--- config.mk ---
export PLATFORM = sky130hd
export DESIGN_NAME = shadow_bank
export DESIGN_NICKNAME = d
export VERILOG_FILES = /design/src/core/shadow_pkg.sv /design/src/core/slot_if.sv /design/src/core/shadow_bank.sv /design/src/core/shadow_slot.sv
export SDC_FILE = /design/constraint.sdc
export NUM_CORES = 1
export LEC_CHECK = 0
export BUFFER_PORTS_ARGS = -buffer_cell sky130_fd_sc_hd__buf_2
export CORE_MARGIN = 2
export CORE_UTILIZATION = 57
export DETAILED_ROUTE_END_ITERATION = 16
export GPL_ROUTABILITY_DRIVEN = 0
export PLACE_DENSITY_LB_ADDON = 0.05
export SLEW_MARGIN = 10
export SYNTH_ARGS = -nofsm -noshare
export SYNTH_HDL_FRONTEND = slang
export SYNTH_SLANG_ARGS = --single-unit
--- constraint.sdc ---
create_clock -name sys_clk -period 4.75 [get_ports sys_clk]
set_input_delay 1.1875 -clock sys_clk [delete_from_list [all_inputs] [get_ports sys_clk]]
set_output_delay 1.1875 -clock sys_clk [all_outputs]
set_load 0.05 [all_outputs]
--- src/core/shadow_pkg.sv ---
// Purpose: constants shared by the shadowed configuration bank
// Assumes: one byte-wide register per address, 8-bit address space
// Notes:   per-location reset values and used-bit masks are functions
package shadow_pkg;

  // ==========================================================
  // widths and address map
  localparam int unsigned ADDR_W      = 8;
  localparam int unsigned DATA_W      = 8;
  localparam int unsigned NUM_SLOTS   = 27;
  localparam int unsigned SLOT_W      = 5;
  localparam logic [7:0]  ADDR_CFG    = 8'h00;
  localparam logic [7:0]  ADDR_ID     = 8'h01;
  localparam logic [7:0]  ADDR_GRADE  = 8'h02;
  localparam logic [7:0]  ADDR_XFER   = 8'hff;
  localparam logic [7:0]  SHADOW_LO   = 8'h08;
  localparam logic [7:0]  SHADOW_HI   = 8'h20;
  localparam logic [7:0]  ADDR_FEAT_A = 8'h3c;
  localparam logic [7:0]  ADDR_FEAT_B = 8'h3e;
  localparam logic [4:0]  SLOT_FEAT_A = 5'h19;
  localparam logic [4:0]  SLOT_FEAT_B = 5'h1a;

  // ==========================================================
  // port configuration register fields
  localparam logic [7:0]  CFG_RESET   = 8'h18;
  localparam logic [7:0]  CFG_FIXED   = 8'h18;
  localparam int unsigned CFG_LSB_HI  = 6;
  localparam int unsigned CFG_LSB_LO  = 1;
  localparam int unsigned CFG_SRST_HI = 5;
  localparam int unsigned CFG_SRST_LO = 2;

  // ==========================================================
  // transfer register and read-only values
  localparam int unsigned XFER_BIT    = 0;
  localparam logic [7:0]  XFER_CMD    = 8'h01;
  localparam logic [7:0]  CHIP_ID_VAL = 8'h5a; // arbitrary value
  localparam logic [7:0]  GRADE_VAL   = 8'h00; // arbitrary value
  localparam logic [7:0]  READ_ZERO   = 8'h00;

  // ==========================================================
  // per-slot reset value; slot 12 is the output mode location
  localparam logic [4:0]  SLOT_OUTMODE  = 5'h0c;
  localparam logic [7:0]  OUTMODE_RESET = 8'h01;
  localparam logic [7:0]  SLOT_RESET    = 8'h00;
  // slot 11 is a wholly open location, all others fully used
  localparam logic [4:0]  SLOT_OPEN     = 5'h0b;
  localparam logic [7:0]  MASK_OPEN     = 8'h00;
  localparam logic [7:0]  MASK_FULL     = 8'hff;

  function automatic logic [7:0] slot_default(input logic [4:0] idx);
    slot_default = (idx == SLOT_OUTMODE) ? OUTMODE_RESET : SLOT_RESET;
  endfunction

  function automatic logic [7:0] slot_mask(input logic [4:0] idx);
    slot_mask = (idx == SLOT_OPEN) ? MASK_OPEN : MASK_FULL;
  endfunction

endpackage

--- src/core/slot_if.sv ---
// Purpose: carrier between the bank decoder and one shadowed byte
// Assumes: single clock domain
// Notes:   bank drives commands, slot returns both copies
`timescale 1ns/1ps
interface slot_if;
  logic       load_default;
  logic       stage_we;
  logic [7:0] stage_data;
  logic       commit;
  logic [7:0] stage_q;
  logic [7:0] active_q;

  modport bank (output load_default, output stage_we, output stage_data,
                output commit, input stage_q, input active_q);
  modport slot (input load_default, input stage_we, input stage_data,
                input commit, output stage_q, output active_q);
endinterface

--- src/core/shadow_bank.sv ---
// Purpose: configuration bank with shadowed setup and feature bytes
// Assumes: serial front end delivers whole bytes with their address
// Notes:   staged values reach the converter only after a transfer
//
// Notes on behaviour
// host writes zeros into unused bits of partly used locations
// host never writes a location whose bits are all unused
// every reset loads each configuration register with its default
// locations 0x08 to 0x20, 0x3C, 0x3E write only a staging copy
// writing 0x01 to 0xFF sets the transfer bit, the commit command
// commit copies every staged byte to the active copy at once
// transfer bit clears itself after the update, no host action
// access is a 16-bit instruction then 8-bit data words
// writes to unsupported addresses or bits change nothing
`timescale 1ns/1ps
module shadow_bank (
  // clock and reset
  input  wire  logic                                     sys_clk,
  input  wire  logic                                     srst,
  // byte write port from the serial front end
  input  wire  logic                                     wr_strobe,
  input  wire  logic [shadow_pkg::ADDR_W-1:0]            wr_addr,
  input  wire  logic [shadow_pkg::DATA_W-1:0]            wr_data,
  // byte read port to the serial front end
  input  wire  logic [shadow_pkg::ADDR_W-1:0]            rd_addr,
  output logic       [shadow_pkg::DATA_W-1:0]            rd_data,
  // operating configuration
  output logic       [shadow_pkg::NUM_SLOTS*8-1:0]       active_cfg,
  output logic                                           lsb_first,
  output logic                                           commit_pulse
);
  import shadow_pkg::*;

  // ==========================================================
  // address decode shared by the write and read paths
  function automatic logic is_shadowed(input logic [7:0] a);
    is_shadowed = ((a >= SHADOW_LO) && (a <= SHADOW_HI)) ||
                  (a == ADDR_FEAT_A) || (a == ADDR_FEAT_B);
  endfunction

  function automatic logic [4:0] slot_of(input logic [7:0] a);
    logic [7:0] off;
    off = a - SHADOW_LO;
    if (a == ADDR_FEAT_A) begin
      slot_of = SLOT_FEAT_A;
    end else if (a == ADDR_FEAT_B) begin
      slot_of = SLOT_FEAT_B;
    end else begin
      slot_of = off[4:0];
    end
  endfunction

  // port configuration byte as the host reads it back; both nibbles mirror
  // the bit order and soft reset flags so either shift order decodes them
  function automatic logic [7:0] cfg_byte(input logic lsb, input logic rst);
    cfg_byte = CFG_FIXED |
               (8'(lsb) << CFG_LSB_HI) |
               (8'(lsb) << CFG_LSB_LO) |
               (8'(rst) << CFG_SRST_HI) |
               (8'(rst) << CFG_SRST_LO);
  endfunction

  // ==========================================================
  // internal state
  logic       xfer_q;
  logic       soft_rst_q;
  logic       lsb_first_q;
  logic [7:0] rd_data_q;
  logic       wr_shadow;
  logic [4:0] wr_slot;
  logic [7:0] wr_mask;
  logic       wr_xfer;
  logic       wr_cfg;
  logic       wr_soft_rst;
  logic [7:0] rd_stage [NUM_SLOTS];
  // next values of the flag and read registers
  logic       xfer_d;
  logic       lsb_first_d;
  logic [7:0] rd_data_d;

  // ==========================================================
  // write decode
  // one byte per data word
  assign wr_shadow   = wr_strobe && is_shadowed(wr_addr);
  assign wr_slot     = slot_of(wr_addr);
  assign wr_mask     = slot_mask(wr_slot);
  assign wr_xfer     = wr_strobe && (wr_addr == ADDR_XFER);
  assign wr_cfg      = wr_strobe && (wr_addr == ADDR_CFG);
  // either mirrored copy of the soft reset bit triggers it
  assign wr_soft_rst = wr_cfg && (wr_data[CFG_SRST_HI] || wr_data[CFG_SRST_LO]);

  // ==========================================================
  // shadowed slots, one staging and one active byte each
  genvar g;
  generate
    for (g = 0; g < NUM_SLOTS; g++) begin : g_slot
      slot_if sif ();

      // defaults on any reset
      assign sif.load_default = soft_rst_q;
      // open locations and open bits never stored
      assign sif.stage_we     = wr_shadow && (wr_slot == 5'(g)) &&
                                (wr_mask != MASK_OPEN);
      // unused bits kept at zero
      assign sif.stage_data   = wr_data & wr_mask;
      // one shared commit strobe
      assign sif.commit       = xfer_q;

      assign rd_stage[g]              = sif.stage_q;
      assign active_cfg[g*8 +: 8]     = sif.active_q;

      shadow_slot #(
        .RESET_VAL (slot_default(5'(g)))
      ) u_slot (
        .sys_clk (sys_clk),
        .srst    (srst),
        .sif     (sif.slot)
      );
    end
  endgenerate

  // ==========================================================
  // transfer bit next value: set by the host, cleared by the update itself
  // a new transfer write in the clearing cycle wins, so it is not lost
  // transfer write commits
  always_comb begin
    xfer_d = 1'b0;
    if (wr_xfer && wr_data[XFER_BIT]) begin
      xfer_d = 1'b1;
    end
  end

  // ==========================================================
  // transfer bit register; it stands one cycle, then clears by itself
  // a soft reset in flight drops a pending commit, defaults win over it
  // self-clearing after update
  always_ff @(posedge sys_clk) begin
    if (srst || soft_rst_q) begin
      xfer_q <= 1'b0;
    end else begin
      xfer_q <= xfer_d;
    end
  end

  assign commit_pulse = xfer_q;

  // ==========================================================
  // soft reset: self-clearing one-cycle pulse
  // reload lands one edge after the write, so that byte's bit order is overridden
  // soft reset reloads defaults
  always_ff @(posedge sys_clk) begin
    if (srst) begin
      soft_rst_q <= 1'b0;
    end else begin
      soft_rst_q <= wr_soft_rst;
    end
  end

  // ==========================================================
  // port configuration: bit order choice, not shadowed
  // takes effect at once so the front end can switch mid-session
  // either mirrored copy of the bit order flag selects LSB first
  always_comb begin
    lsb_first_d = lsb_first_q;
    if (wr_cfg) begin
      lsb_first_d = wr_data[CFG_LSB_HI] || wr_data[CFG_LSB_LO];
    end
  end

  // bit order register, back to MSB first on either reset
  always_ff @(posedge sys_clk) begin
    if (srst || soft_rst_q) begin
      lsb_first_q <= CFG_RESET[CFG_LSB_HI];
    end else begin
      lsb_first_q <= lsb_first_d;
    end
  end

  assign lsb_first = lsb_first_q;

  // ==========================================================
  // readback value: shadowed locations show the staged byte
  // open addresses read as zero, so a host probing the map sees no junk
  always_comb begin
    rd_data_d = READ_ZERO;
    if (is_shadowed(rd_addr)) begin
      rd_data_d = rd_stage[slot_of(rd_addr)];
    end else begin
      case (rd_addr)
        ADDR_CFG: begin
          rd_data_d = cfg_byte(lsb_first_q, soft_rst_q);
        end
        ADDR_ID: begin
          rd_data_d = CHIP_ID_VAL;
        end
        ADDR_GRADE: begin
          rd_data_d = GRADE_VAL;
        end
        ADDR_XFER: begin
          rd_data_d = 8'(xfer_q) << XFER_BIT;
        end
        default: begin
          rd_data_d = READ_ZERO;
        end
      endcase
    end
  end

  // ==========================================================
  // read data register; one cycle of latency keeps the decode off the pin
  always_ff @(posedge sys_clk) begin
    if (srst) begin
      rd_data_q <= READ_ZERO;
    end else begin
      rd_data_q <= rd_data_d;
    end
  end

  assign rd_data = rd_data_q;

endmodule

--- src/core/shadow_slot.sv ---
// Purpose: one shadowed configuration byte, staging plus active copy
// Assumes: commands from the bank arrive as one-cycle pulses
// Notes:   reset value is fixed per instance
`timescale 1ns/1ps
module shadow_slot #(
  parameter logic [7:0] RESET_VAL = 8'h00
) (
  // clock and reset
  input  wire logic sys_clk,
  input  wire logic srst,
  // bank side
  slot_if.slot      sif
);
  import shadow_pkg::*;

  logic [7:0] stage_q;
  logic [7:0] active_q;

  // ==========================================================
  // staging copy
  // writes held in staging
  always_ff @(posedge sys_clk) begin
    if (srst || sif.load_default) begin
      stage_q <= RESET_VAL;
    end else if (sif.stage_we) begin
      stage_q <= sif.stage_data;
    end
  end

  // ==========================================================
  // active copy; only a commit moves staging across
  // simultaneous copy on commit
  always_ff @(posedge sys_clk) begin
    if (srst || sif.load_default) begin
      active_q <= RESET_VAL;
    end else if (sif.commit) begin
      active_q <= stage_q;
    end
  end

  assign sif.stage_q  = stage_q;
  assign sif.active_q = active_q;

endmodule

==> flow_summary_export.csv, run 1 <==
group,metric,value,unit
logic_synthesis,muxShareOfSynthArea,18.05,%
logic_synthesis,synth-main-ff-cell,"dfxtp_1",
logic_synthesis,synth_edf_count,0,
clock_network,cts.sinks,443,
clock_network,postCtsHoldBufs,0,
logic_synthesis,yosysMostFrequentCell,"dfxtp_1",
clock_network,cts.path.max_buffers,3,
logic_synthesis,yosys.area_share.adder,0.1376,%
flow_run,maxCapViolations,0,
drt,wl_per_cell,22.87,µm
drt,routed_wirelength,59520,µm
power,intPower,0.005974,W
clock_network,htree_levels,2,
power,seqPwrFrac,48.2,%
logic_synthesis,yosys.area.top_type,"dfxtp_1",
die,core_area,31470,µm²
critical_path,setup.worst_path.class,"primary input to flip-flop",
power,power.share.switching,22.61,%
sta,timing.fmax,274.0,MHz
logic_synthesis,synth-warning-count,0,
critical_path,startpoint_type,"primary input",
drt,drt_iter0_markers,2131,
status,outcome,"finished, final reports clean",
logic_synthesis,synth_seq_area_share,48.77,%
global_route,grt_pass1_vias,14530,
logic_synthesis,avgSynthCellArea,9.125,µm²
clock_network,postCtsSetupBuffers,0,
critical_path,path_max_fanout,20,
layout,area_growth,16.11,%
clock_network,insertion_delay,0.54,ns
sta,worst_pin_slew,1.008,ns
drt,top_layer_used,"met4",
logic_synthesis,synth_area_leaders,"dfxtp_1 (49%), mux2i_1 (17%), nor2_1 (6.0%), nand3_1 (4.3%), o21ai_0 (3.4%)",
logic_synthesis,yosysUniqueCellTypes,66,
logic_synthesis,synthXorXnorAreaFrac,0,%
layout,drive_above_1_share,18.44,%
die,die_w,182.6,µm
drt,viasPerCell,6.168,
sta,relSlewSlack,32.82,%
power,p_per_area,365.6,nW/µm²
global_route,grt_antenna_before_repair,3,
clock_network,cts_made_buffers,45,
layout,nNetsFinal,2193,
sta,fin_skew,0.01135,ns
drt,wl_met3,7079,µm
layout,fill_cells,2647,
logic_synthesis,synth_top_family_by_area,"simple AND/OR/NAND/NOR gates",
die,rows,65,
die,io_pins,253,
placement,dp_hpwl,41600,µm
global_route,grt_pass1_wl,88460,µm
global_route,grtUsageTotal,34.49,%
critical_path,worstPathRequired,5.20,ns
placement,place_ws,0.8392,ns
sta,rsz0062_at_grt,"no",
global_route,grt_overflow,0,
drt,dr.pass1.iters,8,
power,p_leak,8.254,nW
hold_path,hold_class,"flip-flop to flip-flop",
die,die_h,182.6,µm
drt,drt-met1-wl,24530,µm
placement,port_buffers,252,
sta,period_minus_slack,3.649,ns
global_route,grt_max_degree,123,
power,peakVddDrop,0.0002283,V
sta,post-route-period-util,76.83,%
power,p_sw,0.001745,W
die,initial_core_util,57.78,%
sta,tns,0,ns
logic_synthesis,synth_top_area_share,48.77,%
logic_synthesis,synthSimpleGateAreaFrac,18.22,%
sta,setup_viol,0,
logic_synthesis,synth_area,18190,µm²
sta,finalWorstSetupSlack,1.101,ns
logic_synthesis,async_flop_share,0,%
drt,dr_total_vias,16050,
logic_synthesis,synth_common_cells,"dfxtp_1 (443), mux2i_1 (302), nor2_1 (289)",
logic_synthesis,synth_compound_area_share,10.98,%
clock_network,clock-root-buffer,"clkbuf_16",
critical_path,critPathCaptureType,"flip-flop",
critical_path,worstPathArrival,4.10,ns
sta,slew_viol_final,0,
die,dieArea,33350,µm²
logic_synthesis,ys_seq_elements,443,
logic_synthesis,syn_inst,1993,
drt,drc,0,
clock_network,clkTransAtPathRegs,0.06,ns
drt,wl_met2,25360,µm
power,clkPwrFrac,46.7,%
sta,hold_violations,0,
drt,antenna_left,0,
power,p_comb_share,5.1,%
clock_network,tritoncts,"yes",
logic_synthesis,syn-num-nets,2022,
clock_network,post_cts_resized,0,
## power by group through the flow
stage | clock network (W) | logic (W) | registers (W)
detailed placement | 0 | 0.000370 | 0.00380
floorplan | 0 | 0.000229 | 0.00381
finish | 0.00360 | 0.000395 | 0.00372
CTS | 0.00363 | 0.000371 | 0.00372
global route | 0.00379 | 0.000403 | 0.00372
global placement | 0 | 0.000368 | 0.00380
## per-stage QoR
step                utilization [%]  std cells  power, W  hold WS (ns)  area [µm²]
floorplan                         -       1993  0.004037        0.4436       18190
global placement              62.29       2519  0.004173        0.4597       19610
detailed placement            62.29       2519  0.004175        0.4687       19610
CTS                           67.06       2598  0.007724        0.4743       21110
global route                  67.07       2600  0.007914        0.4923       21110
finish                        67.09       2602  0.007719        0.4735       21120
## path summary, 6_finish.rpt
check                                                      from  slack, ns                                       endpoint  depth (start not counted)
hold / removal    g_slot[18].u_slot.sif.stage_q[1]$_SDFFE_PP0P_       0.47  g_slot[18].u_slot.sif.stage_q[1]$_SDFFE_PP0P_                          2
setup / recovery                                     rd_addr[2]       1.10                          rd_data[7]$_SDFF_PP0_                          7
setup reg to reg                        commit_pulse$_SDFF_PP0_       2.09                          rd_data[0]$_SDFF_PP0_                          6
hold reg to reg   g_slot[18].u_slot.sif.stage_q[1]$_SDFFE_PP0P_       0.47  g_slot[18].u_slot.sif.stage_q[1]$_SDFFE_PP0P_                          2
## cell type report
cell class	instances	area, µm²	area share, %
well taps	402	503.0	2.382
flip-flops and latches	443	8872	42.02
repair buffers	284	1567	7.419
clock buffers	67	1309	6.198
inverters	10	37.54	0.1778
multi-input cells	1380	8627	40.86
clock inverters	12	190.2	0.9007
diodes	4	10.01	0.04740
## sequential cells by signal (all words and copies together) (netlist names)
signal,cells
commit_pulse,1
g_slot.sif.load_default,1
lsb_first,1
g_slot.u_slot.sif.stage_q,216
g_slot.u_slot.sif.active_q,216
rd_data,8
## placed cells by master, fill, tap and decap left out, types with 5 or more instances in the layout
master     netlist  final
dfxtp_1        443    442
mux2i_1        302    302
nor2_1         289    288
buf_2           14    251
nand2_1        163    163
nand3_1        156    156
o21ai_0        123    123
a21oi_1         59     59
clkbuf_16        0     45
o21ai_1         38     38
buf_4            0     28
nor3_1          25     25
and2_1          19     19
mux2_2          19     19
clkbuf_1       110     12
nand4_1         11     11
o211ai_1        10     10
a31oi_1         10     10
clkbuf_8         0     10
inv_1            9      9
or3_1            9      9
a221oi_1         9      9
o22ai_1          9      9
nand2b_1         8      8
nor2b_1          8      8
or2_2            8      7
o221ai_1         7      7
a22oi_1          7      7
or4_1            6      6
nor4_4           6      6
a221o_1          6      6
and3_1           5      5
a211o_1          5      5
a2111oi_0        5      5
o31ai_1          5      5
bufinv_16        0      5
clkinv_2         0      5
buf_12           0      5
## cell families (layout without fill, tap and decap cells)
family	after synthesis	after routing
other	0	4
multiplexers	323	323
flip-flops	443	443
AND/OR/NAND/NOR	727	727
buffers and inverters	170	373
AO/OA/AOI/OAI	328	328
adder cells (fa/ha/maj)	2	2
## per-layer routing
layer  track usage, %  up-vias
met3            8.002      191
met1            48.54     7460
met4            13.90        0
met5                0        -
li1                 -     7354
met2            51.15     1043
## critical path, cell delays in order
cell       delay (ns)
buf_2            0.38
and4_1           0.68
a21oi_1          0.33
mux2i_1          0.25
a2111oi_0        0.89
nor4_1           0.14
nor3_1           0.23
(Power assumes the default switching activity.)
==> inputs of run 2 (changes only) <==
- clock period: 4.75 -> 3.6 ns (I/O delays scaled with it)
==> flow_summary_export.csv, run 2 (synthesis gave the netlist of run 1 again) <==
group,metric,value,unit
layout,final_common_cell,"dfxtp_1",
status,outcome,"finished, final reports clean",
hold_path,worstHoldStart,"g_slot[22].u_slot.sif.stage_q[4]$_SDFFE_PP0P_",
placement,place_ws,-0.05866,ns
power,total_power,0.01046,W
clock_network,post_cts_resized,0,
power,peakVddDrop,0.0004306,V
sta,finalWorstSetupSlack,0.3306,ns
critical_path,worstPathArrival,3.76,ns
flow_run,maxCapViolations,0,
critical_path,path_max_fanout,8,
clock_network,postCtsSetupBuffers,0,
clock_network,cts.sinks,443,
clock_network,clock-root-buffer,"clkbuf_16",
clock_network,postCtsHoldBufs,0,
drt,viasPerCell,6.100,
layout,area_growth,18.64,%
critical_path,critPathCaptureType,"flip-flop",
hold_path,hold_class,"flip-flop to flip-flop",
sta,slew_viol_final,0,
drt,antenna_left,0,
placement,place_area,19960,µm²
clock_network,cts_made_buffers,45,
drt,drc,0,
drt,dr.pass1.iters,8,
global_route,grt_pass1_vias,14910,
layout,drive_above_1_share,20.32,%
layout,fill_cells,2540,
sta,hold_violations,0,
placement,dp_hpwl,43070,µm
sta,post-route-period-util,90.82,%
clock_network,cts.path.max_buffers,3,
drt,drt_iter0_markers,2465,
clock_network,tritoncts,"yes",
global_route,grt_pass1_wl,90550,µm
global_route,grt_overflow,0,
die,die_w,182.6,µm
drt,wl_per_cell,22.55,µm
die,die_h,182.6,µm
layout,fin_area,21580,µm²
clock_network,htree_levels,2,
global_route,grt_max_degree,101,
layout,final_cell_mix,"dfxtp_1 (442), mux2i_1 (302), nor2_1 (288)",
global_route,grt_antenna_before_repair,5,
critical_path,setup.worst_path.class,"primary input to flip-flop",
layout,nNetsFinal,2237,
power,p_leak,8.532,nW
drt,routed_wirelength,59770,µm
sta,tns,0,ns
die,dieArea,33350,µm²
die,initial_core_util,57.78,%
critical_path,startpoint,"rd_addr[6]",
clock_network,clkTransAtPathRegs,0.06,ns
die,io_pins,253,
placement,port_buffers,252,
power,p_per_area,485.0,nW/µm²
sta,setup_viol,0,
critical_path,worstPathRequired,4.09,ns
critical_path,r2r_start,"g_slot[5].u_slot.sif.stage_q[4]$_SDFFE_PP0P_",
sta,relSlewSlack,35.96,%
sta,worst_pin_slew,0.9364,ns
drt,dr_total_vias,16170,
die,rows,65,
clock_network,insertion_delay,0.56,ns
critical_path,startpoint_type,"primary input",
die,core_area,31470,µm²
sta,rsz0062_at_grt,"no",
global_route,grtUsageTotal,35.09,%
sta,fin_skew,0.02068,ns
sta,timing.fmax,305.9,MHz
sta,period_minus_slack,3.269,ns
[run 2: changes by cell type in the layout (fill, tap and decap cells not counted), sizes merged]
cell	change
buf	+44
clkinv	+4
clkbuf	-3
bufinv	+2
inv	+2
clkinvlp	-1
diode	+1
[run 2: final timing paths]
| check | to | slack [ns] | depth (start not counted) |
|---|---|---|---|
| hold / removal | g_slot[22].u_slot.sif.stage_q[4]$_SDFFE_PP0P_ | 0.48 | 2 |
| hold reg to reg | g_slot[22].u_slot.sif.stage_q[4]$_SDFFE_PP0P_ | 0.48 | 2 |
| setup reg to reg | rd_data[4]$_SDFF_PP0_ | 1.29 | 6 |
| setup / recovery | rd_data[4]$_SDFF_PP0_ | 0.33 | 9 |
[run 2: final cells by class]
cell class | count | area (µm²) | share of cell area (%)
Tap cell | 402 | 503.0 | 2.331
Multi-Input combinational cell | 1380 | 8627 | 39.98
Antenna cell | 5 | 12.51 | 0.05799
Inverter | 10 | 37.54 | 0.1740
Clock inverter | 19 | 282.8 | 1.311
Clock buffer | 64 | 1320 | 6.118
Timing Repair Buffer | 328 | 1922 | 8.907
Sequential cell | 443 | 8872 | 41.12
[run 2: where the power goes]
part           internal [W]  switching, W  leakage [nW]  total, W
logic              0.000135      0.000403          4.17  0.000538
registers           0.00491    0.00000513          3.57   0.00491
clock network       0.00306       0.00195         0.792   0.00502
[run 2: worst max-delay path: stages]
cell and delay, ns:
buf_2 0.13, or2_2 0.38, o21ai_0 0.45, buf_4 0.25
o22ai_1 0.13, a221o_1 0.33, a2111oi_0 0.80, buf_4 0.23
o21a_1 0.15
[run 2: per-stage QoR]
stage | std cells | hold WS (ns) | util [%]
2_1_floorplan | 1993 | 0.4436 | -
3_3_place_gp | 2563 | 0.4622 | 63.42
3_5_place_dp | 2563 | 0.4737 | 63.42
4_1_cts | 2646 | 0.4849 | 68.52
5_1_grt | 2648 | 0.5020 | 68.53
6_report | 2651 | 0.4800 | 68.55
[run 2: per-layer routing]
layer | GRT usage (%) | wire length (µm) | vias up
met5 | 0 | 15 | -
met4 | 13.00 | 2343 | 2
met3 | 7.464 | 5996 | 187
met2 | 53.14 | 25900 | 954
met1 | 49.33 | 25510 | 7577
li1 | - | - | 7452
